--- src/rtl/pioi_pkg.sv ---
// constants and types shared by the pio input register block
package pioi_pkg;

  // ---------------------------------------------------------------
  // cell placement
  // ---------------------------------------------------------------
  typedef enum logic [1:0] {
    PIOI_EDGE_LEFT,
    PIOI_EDGE_TOP,
    PIOI_EDGE_BOTTOM,
    PIOI_EDGE_RIGHT
  } pioi_edge_t;

  // ---------------------------------------------------------------
  // apb register map
  // ---------------------------------------------------------------
  localparam int          ADDR_W      = 8;
  localparam logic [7:0]  OFS_CTRL    = 8'h00;
  localparam logic [7:0]  OFS_BANK    = 8'h04;
  localparam logic [7:0]  OFS_STATUS  = 8'h08;

  // ctrl fields
  localparam int          CTL_DDR     = 0;
  localparam int          CTL_FIXDLY  = 1;
  localparam int          CTL_DYNDLY  = 2;
  localparam int          CTL_DOFF    = 3;
  localparam int          CTL_COFF    = 4;
  localparam int          CTL_INIT    = 5;
  localparam int          CTL_CFGDONE = 6;
  localparam int          CTL_STREAM  = 7;
  localparam logic [7:0]  CTRL_RST    = 8'h00;

  // status fields
  localparam int          STA_RISE    = 0;
  localparam int          STA_FALL    = 1;
  localparam int          STA_OVR     = 2;
  localparam int          STA_LSR     = 3;
  localparam int          STA_CODE_LO = 4;

  // banks and delay line
  localparam int          NBANK       = 8;
  localparam logic [7:0]  BANK_RST    = 8'h00;
  localparam int          DCODE_W     = 5;
  localparam int          DLY_TAPS    = 32;
  localparam logic [4:0]  FIX_TAP     = 5'h00;

  // sample fifo
  localparam int          FIFO_W      = 2;
  localparam int          FIFO_D      = 4;

endpackage

--- src/rtl/pioi_top.sv ---
// pio input register block with apb control and sample fifo
//
// The implementer's own choices: the register offsets and the APB slave port.
`timescale 1ns/1ps

module pioi_fifo #(
  parameter int W = 2,
  parameter int D = 4
) (
  // clock and reset
  input  wire logic         i_clk,
  input  wire logic         i_rst,
  // fill side
  input  wire logic         i_valid,
  output logic              o_ready,
  input  wire logic [W-1:0] i_data,
  // drain side
  output logic              o_valid,
  input  wire logic         i_ready,
  output logic [W-1:0]      o_data
);
  localparam int AW = $clog2(D);
  logic [W-1:0] mem_r [D];
  logic [AW-1:0] wp_r;
  logic [AW-1:0] rp_r;
  logic [AW:0]   cnt_r;
  logic          push;
  logic          pop;

  assign o_ready = (cnt_r != (AW+1)'(D));
  assign o_valid = (cnt_r != '0);
  assign push    = i_valid & o_ready;
  assign pop     = o_valid & i_ready;
  assign o_data  = mem_r[rp_r];

  always_ff @(posedge i_clk) begin
    if (push) begin
      mem_r[wp_r] <= i_data;
    end
  end

  always_ff @(posedge i_clk) begin
    if (i_rst) begin
      wp_r  <= '0;
      rp_r  <= '0;
      cnt_r <= '0;
    end else begin
      if (push) begin
        wp_r <= (wp_r == AW'(D-1)) ? '0 : wp_r + AW'(1);
      end
      if (pop) begin
        rp_r <= (rp_r == AW'(D-1)) ? '0 : rp_r + AW'(1);
      end
      cnt_r <= cnt_r + (AW+1)'(push) - (AW+1)'(pop);
    end
  end
endmodule

module pioi_top #(
  parameter pioi_pkg::pioi_edge_t EDGE = pioi_pkg::PIOI_EDGE_BOTTOM
) (
  // clock and reset
  input  wire logic        i_clk,
  input  wire logic        i_rst,
  // apb slave
  input  wire logic        i_psel,
  input  wire logic        i_penable,
  input  wire logic        i_pwrite,
  input  wire logic [7:0]  i_paddr,
  input  wire logic [31:0] i_pwdata,
  output logic             o_pready,
  output logic [31:0]      o_prdata,
  output logic             o_pslverr,
  // pad side
  input  wire logic        i_pad_in,
  input  wire logic        i_pad_clk_in,
  output logic             o_pad_out,
  output logic             o_pad_oe,
  output logic             o_pad_tristate_out,
  // core side
  input  wire logic        i_core_data,
  input  wire logic        i_core_tristate,
  input  wire logic        i_lsr,
  input  wire logic [4:0]  i_dyn_delay_code,
  output logic             o_bypass_comb_in,
  output logic             o_bypass_clock_in,
  output logic             o_rise_sample_out,
  output logic             o_fall_or_sdr_sample_out,
  output logic [7:0]       o_bank_buf_off,
  // right-edge strobe logic
  input  wire logic        i_strobe_read_shifted_clk,
  input  wire logic        i_strobe_write_shifted_clk,
  input  wire logic        i_strobe_capture_polarity,
  output logic             o_strobe_read_clk,
  output logic             o_strobe_write_clk,
  // sample stream
  output logic             o_strm_valid,
  input  wire logic        i_strm_ready,
  output logic [1:0]       o_strm_data
);

  // ---------------------------------------------------------------
  // apb slave
  // ---------------------------------------------------------------
  function automatic logic addr_ok(input logic [7:0] a);
    addr_ok = (a == pioi_pkg::OFS_CTRL) || (a == pioi_pkg::OFS_BANK) ||
              (a == pioi_pkg::OFS_STATUS);
  endfunction

  logic [7:0]  ctrl_r;
  logic [7:0]  bank_r;
  logic        ovr_r;
  logic        pready_r;
  logic [31:0] prdata_r;
  logic        pslverr_r;
  logic        wr_go;
  logic        acc;
  logic [31:0] rd_nxt;

  // answer one cycle into the access phase
  assign acc      = i_psel & i_penable;
  assign wr_go    = acc & pready_r & i_pwrite & addr_ok(i_paddr);
  assign o_pready = pready_r;
  assign o_prdata = prdata_r;
  assign o_pslverr = pslverr_r;

  always_comb begin
    rd_nxt = 32'h0000_0000;
    case (i_paddr)
      pioi_pkg::OFS_CTRL:   rd_nxt[7:0] = ctrl_r;
      pioi_pkg::OFS_BANK:   rd_nxt[7:0] = bank_r;
      pioi_pkg::OFS_STATUS: rd_nxt[8:0] = {i_dyn_delay_code, i_lsr, ovr_r,
                                           o_fall_or_sdr_sample_out,
                                           o_rise_sample_out};
      default:              rd_nxt = 32'h0000_0000;
    endcase
  end

  always_ff @(posedge i_clk) begin
    if (i_rst) begin
      pready_r  <= 1'b0;
      prdata_r  <= 32'h0000_0000;
      pslverr_r <= 1'b0;
    end else begin
      pready_r  <= acc & ~pready_r;
      prdata_r  <= (acc & ~pready_r & ~i_pwrite) ? rd_nxt : prdata_r;
      pslverr_r <= acc & ~pready_r & ~addr_ok(i_paddr);
    end
  end

  // cfg-done bit is set-only until i_rst: once set, only i_rst, i_core_tristate or i_lsr puts the pad back in tristate
  always_ff @(posedge i_clk) begin
    if (i_rst) begin
      ctrl_r <= pioi_pkg::CTRL_RST;
    end else if (wr_go && i_paddr == pioi_pkg::OFS_CTRL) begin
      ctrl_r <= i_pwdata[7:0] |
                (ctrl_r & (8'h01 << pioi_pkg::CTL_CFGDONE));
    end
  end

  always_ff @(posedge i_clk) begin
    if (i_rst) begin
      bank_r <= pioi_pkg::BANK_RST;
    end else if (wr_go && i_paddr == pioi_pkg::OFS_BANK) begin
      bank_r <= i_pwdata[7:0];
    end
  end
  assign o_bank_buf_off = bank_r;

  // ---------------------------------------------------------------
  // input buffers, bypass and delay
  // ---------------------------------------------------------------
  logic                pad_buf;
  logic [31:0]         dly_r;
  logic                pad_sel;
  logic                dyn_ok;

  // a switched-off buffer reads as constant low
  assign pad_buf           = i_pad_in & ~ctrl_r[pioi_pkg::CTL_DOFF];
  assign o_bypass_comb_in  = pad_buf;
  assign o_bypass_clock_in = i_pad_clk_in &
                             ~ctrl_r[pioi_pkg::CTL_COFF];
  assign dyn_ok = (EDGE == pioi_pkg::PIOI_EDGE_BOTTOM) &
                  ctrl_r[pioi_pkg::CTL_DYNDLY];

  // delay modelled as a tapped chain of clock stages
  always_ff @(posedge i_clk) begin
    if (i_rst) begin
      dly_r <= 32'h0000_0000;
    end else begin
      dly_r <= {dly_r[30:0], pad_buf};
    end
  end

  always_comb begin
    if (dyn_ok) begin
      pad_sel = dly_r[i_dyn_delay_code];
    end else if (ctrl_r[pioi_pkg::CTL_FIXDLY]) begin
      pad_sel = dly_r[pioi_pkg::FIX_TAP];
    end else begin
      pad_sel = pad_buf;
    end
  end

  // ---------------------------------------------------------------
  // capture registers
  // ---------------------------------------------------------------
  logic fall_neg_r;
  logic rise_r;
  logic second_r;
  logic init_v;
  logic pol_swap;

  assign init_v   = ctrl_r[pioi_pkg::CTL_INIT];
  // strobe polarity only swaps phases in right-edge cells
  assign pol_swap = (EDGE == pioi_pkg::PIOI_EDGE_RIGHT) &
                    i_strobe_capture_polarity;

  always_ff @(negedge i_clk) begin
    if (i_rst) begin
      fall_neg_r <= 1'b0;
    end else if (i_lsr) begin
      fall_neg_r <= init_v;
    end else begin
      fall_neg_r <= pad_sel;
    end
  end

  always_ff @(posedge i_clk) begin
    if (i_rst) begin
      rise_r   <= 1'b0;
      second_r <= 1'b0;
    end else if (i_lsr) begin
      rise_r   <= init_v;
      second_r <= init_v;
    end else if (ctrl_r[pioi_pkg::CTL_DDR]) begin
      rise_r   <= pol_swap ? fall_neg_r : pad_sel;
      second_r <= pol_swap ? pad_sel : fall_neg_r;
    end else begin
      rise_r   <= pad_sel;
      second_r <= pad_sel;
    end
  end
  assign o_rise_sample_out        = rise_r;
  assign o_fall_or_sdr_sample_out = second_r;

  assign o_strobe_read_clk  = (EDGE == pioi_pkg::PIOI_EDGE_RIGHT) &
                              i_strobe_read_shifted_clk;
  assign o_strobe_write_clk = (EDGE == pioi_pkg::PIOI_EDGE_RIGHT) &
                              i_strobe_write_shifted_clk;

  // ---------------------------------------------------------------
  // pad output and tristate
  // ---------------------------------------------------------------
  logic pad_out_r;
  logic tri_r;

  always_ff @(posedge i_clk) begin
    if (i_rst) begin
      pad_out_r <= 1'b0;
      tri_r     <= 1'b1;
    end else if (i_lsr) begin
      pad_out_r <= init_v;
      tri_r     <= 1'b1;
    end else begin
      pad_out_r <= i_core_data;
      tri_r     <= i_core_tristate | ~ctrl_r[pioi_pkg::CTL_CFGDONE];
    end
  end
  assign o_pad_out          = pad_out_r;
  assign o_pad_tristate_out = tri_r;
  assign o_pad_oe           = ~tri_r;

  // ---------------------------------------------------------------
  // sample stream through fifo
  // ---------------------------------------------------------------
  logic strm_push;
  logic fifo_rdy;
  logic ovr_clr;

  // a full fifo drops the pair and flags an overrun
  assign strm_push = ctrl_r[pioi_pkg::CTL_STREAM] & ~i_lsr;
  assign ovr_clr   = wr_go && i_paddr == pioi_pkg::OFS_STATUS &&
                     i_pwdata[pioi_pkg::STA_OVR];

  pioi_fifo #(
    .W(pioi_pkg::FIFO_W),
    .D(pioi_pkg::FIFO_D)
  ) u_fifo (
    .i_clk   (i_clk),
    .i_rst   (i_rst),
    .i_valid (strm_push),
    .o_ready (fifo_rdy),
    .i_data  ({second_r, rise_r}),
    .o_valid (o_strm_valid),
    .i_ready (i_strm_ready),
    .o_data  (o_strm_data)
  );

  always_ff @(posedge i_clk) begin
    if (i_rst) begin
      ovr_r <= 1'b0;
    end else if (strm_push & ~fifo_rdy) begin
      ovr_r <= 1'b1;
    end else if (ovr_clr) begin
      ovr_r <= 1'b0;
    end
  end

  // ---------------------------------------------------------------
  // checks
  // ---------------------------------------------------------------
  property p_bypass;
    @(posedge i_clk) disable iff (i_rst)
    o_bypass_comb_in == (i_pad_in & ~ctrl_r[pioi_pkg::CTL_DOFF]);
  endproperty
  a_bypass: assert property (p_bypass)
    else $error("bypass data mismatch");

  property p_fixdly;
    @(posedge i_clk) disable iff (i_rst)
    (!i_lsr && !dyn_ok && ctrl_r[pioi_pkg::CTL_FIXDLY] &&
     !ctrl_r[pioi_pkg::CTL_DDR]) |=> second_r == $past(pad_buf, 2);
  endproperty
  a_fixdly: assert property (p_fixdly)
    else $error("fixed delay not one stage");

  property p_sdr;
    @(posedge i_clk) disable iff (i_rst)
    (!i_lsr && !ctrl_r[pioi_pkg::CTL_DDR] && !dyn_ok &&
     !ctrl_r[pioi_pkg::CTL_FIXDLY]) |=> second_r == $past(pad_buf)
                                      && rise_r == $past(pad_buf);
  endproperty
  a_sdr: assert property (p_sdr)
    else $error("sdr capture wrong");

  property p_ddr_rise;
    @(posedge i_clk) disable iff (i_rst)
    (!i_lsr && ctrl_r[pioi_pkg::CTL_DDR] && !pol_swap) |=>
      rise_r == $past(pad_sel);
  endproperty
  a_ddr_rise: assert property (p_ddr_rise)
    else $error("rising sample not on first output");

  property p_lsr;
    @(posedge i_clk) disable iff (i_rst)
    i_lsr |=> rise_r == $past(init_v) && second_r == $past(init_v);
  endproperty
  a_lsr: assert property (p_lsr)
    else $error("local reset did not init captures");

  property p_cfg;
    @(posedge i_clk) disable iff (i_rst)
    !ctrl_r[pioi_pkg::CTL_CFGDONE] |=> o_pad_tristate_out && !o_pad_oe;
  endproperty
  a_cfg: assert property (p_cfg)
    else $error("pad driven before configuration");

  property p_cfg_sticky;
    @(posedge i_clk) disable iff (i_rst)
    ctrl_r[pioi_pkg::CTL_CFGDONE] |=> ctrl_r[pioi_pkg::CTL_CFGDONE];
  endproperty
  a_cfg_sticky: assert property (p_cfg_sticky)
    else $error("configuration done bit fell");

  property p_padout;
    @(posedge i_clk) disable iff (i_rst)
    !i_lsr |=> o_pad_out == $past(i_core_data);
  endproperty
  a_padout: assert property (p_padout)
    else $error("pad data not following core");

  property p_strobe;
    @(posedge i_clk) disable iff (i_rst)
    (EDGE != pioi_pkg::PIOI_EDGE_RIGHT) |->
      !o_strobe_read_clk && !o_strobe_write_clk;
  endproperty
  a_strobe: assert property (p_strobe)
    else $error("strobe clock outside right edge");

endmodule

--- config.mk ---
export PLATFORM = sky130hd
export DESIGN_NAME = pioi_top
export DESIGN_NICKNAME = d
export VERILOG_FILES = /design/src/rtl/pioi_pkg.sv /design/src/rtl/pioi_top.sv
export SDC_FILE = /design/constraint.sdc
export NUM_CORES = 1
export LEC_CHECK = 0
export BUFFER_PORTS_ARGS = -buffer_cell sky130_fd_sc_hd__clkbuf_2
export CORE_UTILIZATION = 40
export DETAILED_ROUTE_END_ITERATION = 12
export HOLD_SLACK_MARGIN = 0.12
export PLACE_DENSITY_LB_ADDON = 0.2
export SYNTH_ARGS = -nofsm -noshare
export SYNTH_HDL_FRONTEND = slang
export SYNTH_HIERARCHICAL = 1
export SYNTH_SLANG_ARGS = --single-unit
--- constraint.sdc ---
create_clock -name i_clk -period 2.1 [get_ports i_clk]
set_input_delay 0.21 -clock i_clk [delete_from_list [all_inputs] [get_ports i_clk]]
set_output_delay 0.21 -clock i_clk [all_outputs]
set_load 0.02 [all_outputs]
==> results of run 1 <==
logic make-up after synthesis:
logic type      count (synthesis)  share of synthesized area [%]
fa+ha+maj                       8                          3.022
buf+inv                        56                          9.101
mux                            42                          12.51
simple gates                  123                          18.59
other cells                     1                         0.1053
compound gates                 42                          7.836
flops                          82                          48.35
xor+xnor                        2                         0.4920
critical path, delay by kind of cell (launching register included):
| family | cells | cell delay (ns) |
|---|---|---|
| muxes | 1 | 0.14 |
| and+or+nand+nor | 1 | 0.13 |
| DFF | 1 | 0.33 |
| AOI/OAI and AO/OA | 3 | 0.43 |
layer usage:
| metal | share of wire (%) | up-vias |
|---|---|---|
| met4 | 1.4 | 0 |
| met2 | 47 | 74 |
| li1 | - | 1346 |
| met3 | 4.6 | 7 |
| met5 | 0 | - |
| met1 | 46 | 1238 |
state kept, by name, summed over array words and instances (netlist names), 2 cells and up, named ones only:
| signal | count |
|---|---|
| u_fifo/rp_r | 2 |
| o_bank_buf_off | 8 |
| u_fifo/cnt_r | 3 |
| dly_r | 32 |
| u_fifo/wp_r | 2 |
| ctrl_r | 8 |
| o_prdata | 9 |
| u_fifo/mem_r | 8 |
Yosys cell counts, types with 2 or more instances:
master                      n
sky130_fd_sc_hd__dfxtp_1   74
sky130_fd_sc_hd__mux2i_1   40
sky130_fd_sc_hd__nor2b_1   39
sky130_fd_sc_hd__nor2_1    33
sky130_fd_sc_hd__buf_4     25
sky130_fd_sc_hd__nand2_1   17
sky130_fd_sc_hd__inv_1     13
sky130_fd_sc_hd__a22oi_1   12
sky130_fd_sc_hd__a21oi_1   10
sky130_fd_sc_hd__clkbuf_1  10
sky130_fd_sc_hd__edfxtp_1   8
sky130_fd_sc_hd__o21ai_0    8
sky130_fd_sc_hd__ha_1       7
sky130_fd_sc_hd__nand2b_1   6
sky130_fd_sc_hd__and3_2     4
sky130_fd_sc_hd__buf_2      4
sky130_fd_sc_hd__nand3_1    4
sky130_fd_sc_hd__or3_1      4
sky130_fd_sc_hd__a211oi_1   3
sky130_fd_sc_hd__nand4_1    3
sky130_fd_sc_hd__a211o_1    2
sky130_fd_sc_hd__buf_1      2
sky130_fd_sc_hd__buf_6      2
sky130_fd_sc_hd__mux4_2     2
sky130_fd_sc_hd__nor3_1     2
sky130_fd_sc_hd__nor4_1     2
sky130_fd_sc_hd__o21ai_2    2
sky130_fd_sc_hd__xnor2_1    2
per-stage QoR:
step                instance area [um2]   TNS, ns  worst slack, ns  instances
finish                             4448  -0.06670         -0.06670        561
detailed placement                 4033   -0.3062          -0.3062        531
floorplan                          3690   -0.1560          -0.1560        380
CTS                                4379  -0.03565         -0.03565        559
global placement                   4033   -0.2778          -0.2778        531
global route                       4448   -0.1218          -0.1218        561
power by group through the flow:
stage / logic (W) / registers [W] / clock network, W
final: 0.000631 / 0.00169 / 0.00124
after global routing: 0.000709 / 0.00171 / 0.00135
after CTS: 0.000571 / 0.00168 / 0.00128
after detailed placement: 0.000549 / 0.00172 / 0.00000596
after global placement: 0.000543 / 0.00172 / 0.00000596
after floorplan: 0.000422 / 0.00171 / 0.00000596
worst min path at each step:
stage	cells past startpoint	to	slack (ns)
after detailed placement	2	o_pad_tristate_out	0.43
after floorplan	1	o_pad_tristate_out	0.33
after CTS	3	ctrl_r[2]	0.13
final	3	ctrl_r[2]	0.15
after global routing	3	ctrl_r[2]	0.18
after global placement	2	o_pad_tristate_out	0.44
cell type report:
type / count / share of cell area, %
Clock buffer: 10 / 2.869
Clock inverter: 7 / 2.138
Inverter: 12 / 1.013
Multi-Input combinational cell: 242 / 37.58
Sequential cell: 82 / 38.90
Tap cell: 108 / 3.038
Timing Repair Buffer: 100 / 14.46
repair_timing:
item                                    4_1_cts  5_1_grt
endpoints found under the setup margin        1        3
gates resized for setup                       3       12
hold endpoints to repair                     16        0
hold buffers                                 12        0
pin swaps                                     1       13
buffers inserted                              0        2
==> flow_summary.ini, run 1 <==
[status]
status = finished with violations
violations = setup timing

[critical_path]
rr_startpoint = dly_r[12]
crit_arrival_ns = 1.38
cp_cell_sequence = mux2i_1 -> a21oi_1 -> a31oi_1 -> nand4_1 -> o2bb2ai_1
timing.critical_path.to_type = register
capture_point_of_the_worst_reg_to_reg_path = fall_neg_r
worst-path-max-fanout = 2
rrSetupSlack_ns = -0.07
setup.worst_path.start = dly_r[12]
worst-endpoint-required_ns = 1.31
worst-r2r-cell-count = 5
critical_path_s_largest_stage_delay_ns = 0.33
critical_path.endpoint = fall_neg_r
critPathSlowestCell = sky130_fd_sc_hd__dfxtp_2
timing.critical_path.from_type = register
timing_worst_setup_path_type = reg2reg

[detailed_routing]
detailed_route_vias_per_instance = 4.750
detail_route.iter0.violations = 105
drc = 0
post_drt_wl_per_cell_um = 13.50
drt.antenna.violating_nets = 0
detail_route.first_pass.iterations = 4
wirelength_um = 7571
routed-via-count = 2665

[power_and_ir_drop]
leakage_dissipation_nw = 2.051
cellPowerDensity_mw_per_mm2 = 800.9
fin_total_pwr_w = 0.003562
power.combinational.fraction_pct = 17.7
peak_supply_drop_uv = 448.0
power_report.internal_total_w = 0.002625
netSwitchingFraction_pct = 26.30
total_switching_power_w = 0.0009368
clock_power_share_pct = 34.7
power.sequential.fraction_pct = 47.6

[job]
cap_viol_max_count = 0

[grt]
grt_start_max_net_pins = 42
globalRoute.busiestLayer = met2
grt_util_met3_pct = 4.976
antenna_found_initial = 0
global_route.overflow_total = 0
global_route_wire_length_before_repair_um = 12040
met2_usage_pct = 28.49
track_usage_pct = 17.43
met1_track_demand_over_resource_in_global_routing_pct = 22.16
first_global_vias = 2458

[final_layout]
final_core_utilization_pct = 51.25
layout-drive-gt1-share_pct = 29.14
layout_commonest_cell = sky130_fd_sc_hd__dfxtp_1
nNetsFinal = 515
area_growth_syn_to_layout_pct = 24.91
number_of_fill_cells = 809
commonest_cells_after_routing_fill_and_taps_aside = sky130_fd_sc_hd__dfxtp_1 (69), sky130_fd_sc_hd__clkbuf_2 (60), sky130_fd_sc_hd__mux2i_1 (40)
layout.area.seq_mm2 = 0.001730
multi_input_comb_area_mm2 = 0.001672
antenna_cells = 0

[clock_tree]
cts_max_path_buffers = 2
cts.sinks = 82
worstSkewPairLatency_ns = 0.38
clkTransAtPathRegs_ns = 0.08
cts_root_buffer = sky130_fd_sc_hd__clkbuf_8
tritoncts.num_buffers = 9
cts_tree = yes
htree_num_levels = 3

[sta]
worst_hold_slack_ns = 0.1451
final-setup-viol-count = 1
maxSlewViolCount = 0
report.final.hold_viol_count = 0
finClkSkew_ns = 0.03535
worst_slew_margin_rel_pct = 64.57
layout_setup_ws_ns = -0.06670
setup_repair_after_global_routing_missed_its_margin = yes
tightest_slew_ns = 0.5315

[floorplanning]
placeableCoreArea_mm2 = 0.008678
chipHeight_um = 96.35
die-area_mm2 = 0.009283
die_width_um = 96.35
io_pins = 113
num_rows = 34
floorplan.initialDensity_pct = 41.03

[synth]
netlist_top_cells_area = sky130_fd_sc_hd__dfxtp_1 (42%), sky130_fd_sc_hd__mux2i_1 (11%), sky130_fd_sc_hd__nor2b_1 (6.9%), sky130_fd_sc_hd__edfxtp_1 (6.7%), sky130_fd_sc_hd__buf_4 (5.3%)
post_synth.cell_area_avg_um2 = 10.00
ys.warnings.count = 6
ys_seq_elements = 82
synth_enable_flop_cells = 8
yosysUniqueCellTypes = 44
synth.top_cell.area_share_pct = 41.60
postSynth.topFlopCell = sky130_fd_sc_hd__dfxtp_1
syn_inst = 356
synth_async_sr_flop_share_pct = 0
seq_area_frac_synth_pct = 48.35
largest_area_contributor_in_the_synthesized_netlist = sky130_fd_sc_hd__dfxtp_1
syn-cell-area_mm2 = 0.003561

[placed_design]
place_congestion = 0.7652
hpwl_um = 5385
portBuffers = 60

[hold_path]
hold_class = in2reg
hold_path_startpoint = i_pwdata[2]
Power figures use the tool's default switching activity.
==> run 2, diff against run 1 <==
- CORE_ASPECT_RATIO: not set -> 0.7
==> run 2 against run 1 <==
  * The flow still finishes with violations (setup timing)
  * Cell count is 0.36% higher
  * Power is 9.2% higher
  * Final area stayed put
  * First-iteration DRC count is 70% higher
  * Largest power group unchanged
  * Wire length is 0.57% higher
  * Clock skew is 0.021 ns higher
  * Sequential share of layout area is 0.056 points lower
  * Critical path type unchanged
  * Global-route usage is 0.10 points lower
  * Highest routed layer unchanged
==> flow_summary.ini, run 2 (same netlist as run 1, synthesis figures left out) <==
[status]
status = finished with violations
violations = setup timing

[detailed_routing]
drc = 0
post_drt_wl_per_cell_um = 13.52
detailed_route_vias_per_instance = 4.687
detail_route.first_pass.iterations = 7
drt.antenna.violating_nets = 0
detail_route.iter0.violations = 178
routed-via-count = 2639
wirelength_um = 7614

[grt]
global_route_wire_length_before_repair_um = 12160
first_global_vias = 2448
antenna_found_initial = 0
globalRoute.busiestLayer = met2
grt_util_met3_pct = 5.149
met1_track_demand_over_resource_in_global_routing_pct = 23.12
track_usage_pct = 17.33
met2_usage_pct = 26.55
global_route.overflow_total = 0
grt_start_max_net_pins = 58

[final_layout]
antenna_cells = 0
multi_input_comb_area_mm2 = 0.001675
layout-drive-gt1-share_pct = 29.35
nNetsFinal = 505
area_growth_syn_to_layout_pct = 24.91
commonest_cells_after_routing_fill_and_taps_aside = sky130_fd_sc_hd__dfxtp_1 (71), sky130_fd_sc_hd__clkbuf_2 (60), sky130_fd_sc_hd__mux2i_1 (39)
layout.area.seq_mm2 = 0.001728
top_register = dly_r
largest_register_ff_count = 32
layout_commonest_cell = sky130_fd_sc_hd__dfxtp_1
fin_cells = 563
number_of_fill_cells = 806

[power_and_ir_drop]
power.sequential.fraction_pct = 43.7
power_report.internal_total_w = 0.002866
peak_supply_drop_uv = 376.0
leakage_dissipation_nw = 2.031
netSwitchingFraction_pct = 26.30
cellPowerDensity_mw_per_mm2 = 874.3
fin_total_pwr_w = 0.003889
clock_power_share_pct = 40.1
power.combinational.fraction_pct = 16.2
total_switching_power_w = 0.001023

[critical_path]
worst-endpoint-required_ns = 1.32
crit_arrival_ns = 1.38
timing_worst_setup_path_type = reg2reg
timing.critical_path.from_type = register
worst-path-max-fanout = 2
timing.critical_path.to_type = register

[hold_path]
hold_class = in2reg

[floorplanning]
floorplan.initialDensity_pct = 41.66
io_pins = 113
die_width_um = 114.8
placeableCoreArea_mm2 = 0.008548
num_rows = 28
die-area_mm2 = 0.009289
chipHeight_um = 80.94

[clock_tree]
clkTransAtPathRegs_ns = 0.06
tritoncts.num_buffers = 9
cts_max_path_buffers = 2
cts_tree = yes
worstSkewPairLatency_ns = 0.38
htree_num_levels = 3
cts_root_buffer = sky130_fd_sc_hd__clkbuf_16
cts.sinks = 82

[sta]
tightest_slew_ns = 0.5437
worst_slew_margin_rel_pct = 63.62
finClkSkew_ns = 0.05589
maxSlewViolCount = 0
final-setup-viol-count = 1
setup_repair_after_global_routing_missed_its_margin = yes
report.final.hold_viol_count = 0
worst_hold_slack_ns = 0.1159
layout_setup_ws_ns = -0.05505

[placed_design]
portBuffers = 60
hpwl_um = 5413
post-place-cells = 538
place_congestion = 0.7928
detailedPlace.worstSlack_ns = -0.3307

[job]
cap_viol_max_count = 0
run 2: stage by stage:
| stage | utilization [%] | TNS (ns) | area [um2] |
|---|---|---|---|
| floorplan | - | -0.1560 | 3690 |
| global placement | 46.91 | -0.2579 | 4010 |
| detailed placement | 46.91 | -0.3307 | 4010 |
| CTS | 50.92 | -0.02271 | 4353 |
| global route | 52.03 | -0.1468 | 4448 |
| finish | 52.03 | -0.05505 | 4448 |
run 2: power groups by stage:
stage | clock network, W | logic (W) | registers [W]
finish | 0.00156 | 0.000630 | 0.00170
global route | 0.00166 | 0.000695 | 0.00171
CTS | 0.00160 | 0.000550 | 0.00168
detailed placement | 0.00000596 | 0.000542 | 0.00172
global placement | 0.00000596 | 0.000536 | 0.00172
floorplan | 0.00000596 | 0.000422 | 0.00171
run 2: worst paths after layout:
path,start,to,slack [ns],cells past startpoint
setup / recovery,dly_r[12],fall_neg_r,-0.06,5
hold / removal,i_rst,o_rise_sample_out,0.12,2
setup reg to reg,dly_r[12],fall_neg_r,-0.06,5
hold reg to reg,dly_r[24],dly_r[25],0.46,1
run 2: area by class of cell:
cell class              count  area share [%]
multi-input cells         242           37.67
repair buffers             90           12.26
clock inverters             5          0.8158
well taps                 120           3.376
inverters                  12           1.013
clock buffers              12           6.020
flip-flops and latches     82           38.85
run 2: routing by layer:
layer | vias to the layer above | routed length (um) | part of all wire (%)
li1 | 1328 | - | -
met4 | 0 | 89 | 1.2
met3 | 10 | 349 | 4.6
met1 | 1240 | 3820 | 50
met5 | - | 0 | 0
met2 | 61 | 3354 | 44
run 2: critical path: stages (launching register included):
cell and delay [ns]:
sky130_fd_sc_hd__dfxtp_1 0.32, sky130_fd_sc_hd__mux2i_2 0.18, sky130_fd_sc_hd__a21oi_2 0.10, sky130_fd_sc_hd__a31oi_1 0.17, sky130_fd_sc_hd__nand4_1 0.12, sky130_fd_sc_hd__o2bb2ai_2 0.15
run 2: timing repair:
item                                   CTS  global route
resized for setup                        1            13
setup endpoints to repair                1             2
pin swaps                                1            10
endpoints found under the hold margin    2             0
hold buffers                             3             0
setup buffers                            1             5
==> run 3, diff against run 2 <==
- CORE_ASPECT_RATIO: 0.7 -> 1.75
- CORE_UTILIZATION: 40 -> 46
==> run 3 against run 2 <==
  * The run still ends with setup timing left
  * Clock skew is 0.0019 ns higher
  * Die area decreased by 13%
  * Combinational power is 3% lower
  * Count of clock-buffer cells in the layout is 1 higher
  * Worst setup slack gained 0.0019 ns
  * Largest power group unchanged
  * Critical endpoint unchanged
  * Largest cell class unchanged
  * Hold slack improved by 0.015 ns
  * Final area barely moved
  * Register-to-register slack barely moved
  * Critical path type unchanged
==> flow_summary.ini, run 3 (same netlist as run 1, synthesis figures left out) <==
[sta]
final-setup-viol-count = 1
worst_hold_slack_ns = 0.1306
maxSlewViolCount = 0
setup_repair_after_global_routing_missed_its_margin = yes
finClkSkew_ns = 0.05775
layout_setup_ws_ns = -0.05313
report.final.hold_viol_count = 0
worst_slew_margin_rel_pct = 51.87
tightest_slew_ns = 0.7220
total_negative_slack_ns = -0.05313

[clock_tree]
worstSkewPairLatency_ns = 0.39
cts.sinks = 82
tritoncts.num_buffers = 9
cts_root_buffer = sky130_fd_sc_hd__clkbuf_16
cts_tree = yes
htree_num_levels = 3
cts_max_path_buffers = 2
clkTransAtPathRegs_ns = 0.06

[critical_path]
timing_worst_setup_path_type = reg2reg
rrSetupSlack_ns = -0.05
critical_path.top_delay_family = compound AO/OA/AOI/OAI gates
timing.critical_path.to_type = register
worst-path-max-fanout = 2
crit_arrival_ns = 1.38
cp_cell_sequence = mux2i_2 -> a21oi_2 -> a31oi_1 -> nand4_1 -> o2bb2ai_2
critPathSlowestCell = sky130_fd_sc_hd__dfxtp_2
timing.critical_path.from_type = register
path_buf_inv = 0
worst-endpoint-required_ns = 1.33
critical_path_s_largest_stage_delay_ns = 0.33

[detailed_routing]
drc = 0
detail_route.iter0.violations = 179
routed-via-count = 2729
detailed_route_vias_per_instance = 5.063
post_drt_wl_per_cell_um = 14.26
wirelength_um = 7687
drt.antenna.violating_nets = 0
detail_route.first_pass.iterations = 4

[final_layout]
area_growth_syn_to_layout_pct = 25.02
antenna_cells = 0
layout-drive-gt1-share_pct = 31.49
number_of_fill_cells = 662
layout_commonest_cell = sky130_fd_sc_hd__dfxtp_1
top_register = dly_r
largest_register_ff_count = 32
commonest_cells_after_routing_fill_and_taps_aside = sky130_fd_sc_hd__dfxtp_1 (66), sky130_fd_sc_hd__clkbuf_2 (60), sky130_fd_sc_hd__nor2b_1 (38), sky130_fd_sc_hd__mux2i_1 (38), sky130_fd_sc_hd__buf_4 (34)
final_core_utilization_pct = 59.24
nNetsFinal = 513

[grt]
global_route_wire_length_before_repair_um = 11900
first_global_vias = 2453
track_usage_pct = 20.27
antenna_found_initial = 0
global_route.overflow_total = 0
grt_start_max_net_pins = 72

[power_and_ir_drop]
peak_supply_drop_uv = 419.8
leakage_dissipation_nw = 2.069
netSwitchingFraction_pct = 25.57
power.sequential.fraction_pct = 44.8
cellPowerDensity_mw_per_mm2 = 856.9
power_report.internal_total_w = 0.002839
clock_power_share_pct = 39.2
total_switching_power_w = 0.0009754
power.combinational.fraction_pct = 16.0

[floorplanning]
die_width_um = 68.51
io_pins = 113
floorplan.initialDensity_pct = 47.39
die-area_mm2 = 0.008111
chipHeight_um = 118.4
placeableCoreArea_mm2 = 0.007515
num_rows = 42

[placed_design]
hpwl_um = 5441
portBuffers = 60
place_congestion = 0.7580
detailedPlace.worstSlack_ns = -0.3067

[job]
cap_viol_max_count = 0

[status]
status = finished with violations
violations = setup timing

[hold_path]
hold_class = in2reg
[run 3: changes by cell type in the layout (fill, tap and decap cells not counted), sizes merged]
cell      previous run  this run
clkinvlp             2         0
clkbuf              72        73
buf                 27        35
inv                 14        13
clkinv               1         3
[run 3: metal layers]
layer / vias up / share of wire, % / routed length, um / track usage (%)
li1: 1344 / - / - / -
met1: 1305 / 39 / 2988 / 21.58
met2: 69 / 54 / 4187 / 34.62
met3: 11 / 4.5 / 343 / 5.502
met4: 0 / 2.2 / 167 / 10.55
met5: - / 0 / 0 / 0
[run 3: layout make-up]
| class | count | area (um2) | area share [%] |
|---|---|---|---|
| flip-flops and latches | 82 | 1737 | 39.01 |
| repair buffers | 98 | 605.6 | 13.60 |
| clock inverters | 4 | 17.52 | 0.3935 |
| clock buffers | 13 | 270.3 | 6.071 |
| well taps | 88 | 110.1 | 2.473 |
| multi-input cells | 242 | 1667 | 37.44 |
| inverters | 12 | 45.04 | 1.012 |
[run 3: power groups by stage]
stage | Clock (W) | Combinational [W] | Sequential, W
final | 0.00149 | 0.000611 | 0.00171
after global routing | 0.00160 | 0.000670 | 0.00172
after CTS | 0.00153 | 0.000567 | 0.00169
after detailed placement | 0.00000596 | 0.000529 | 0.00173
after global placement | 0.00000596 | 0.000514 | 0.00172
after floorplan | 0.00000596 | 0.000422 | 0.00171
[run 3: path summary, 6_finish.rpt]
kind,from,endpoint,cells past startpoint
max,dly_r[12],fall_neg_r,5
min,i_psel,o_pready,3
max reg2reg,dly_r[12],fall_neg_r,5
min reg2reg,dly_r[11],dly_r[12],1
[run 3: repair_timing]
item,4_1_cts,5_1_grt
gates cloned,0,0
hold endpoints to repair,4,0
pin swaps,8,12
endpoints found under the setup margin,2,3
hold buffers,3,0
gates resized for setup,4,15
setup buffers,9,2
[run 3: worst min-delay path, cell delays in order]
cell and delay, ns:
sky130_fd_sc_hd__clkbuf_2 0.09, sky130_fd_sc_hd__nand2_1 0.07, sky130_fd_sc_hd__nor3_1 0.05
[run 3: metrics by stage]
step	power, W	area (um2)	instances
floorplan	0.002142	3690	380
CTS	0.003788	4392	537
global route	0.003982	4452	539
detailed placement	0.002260	3993	509
finish	0.003815	4452	539
global placement	0.002242	3993	509
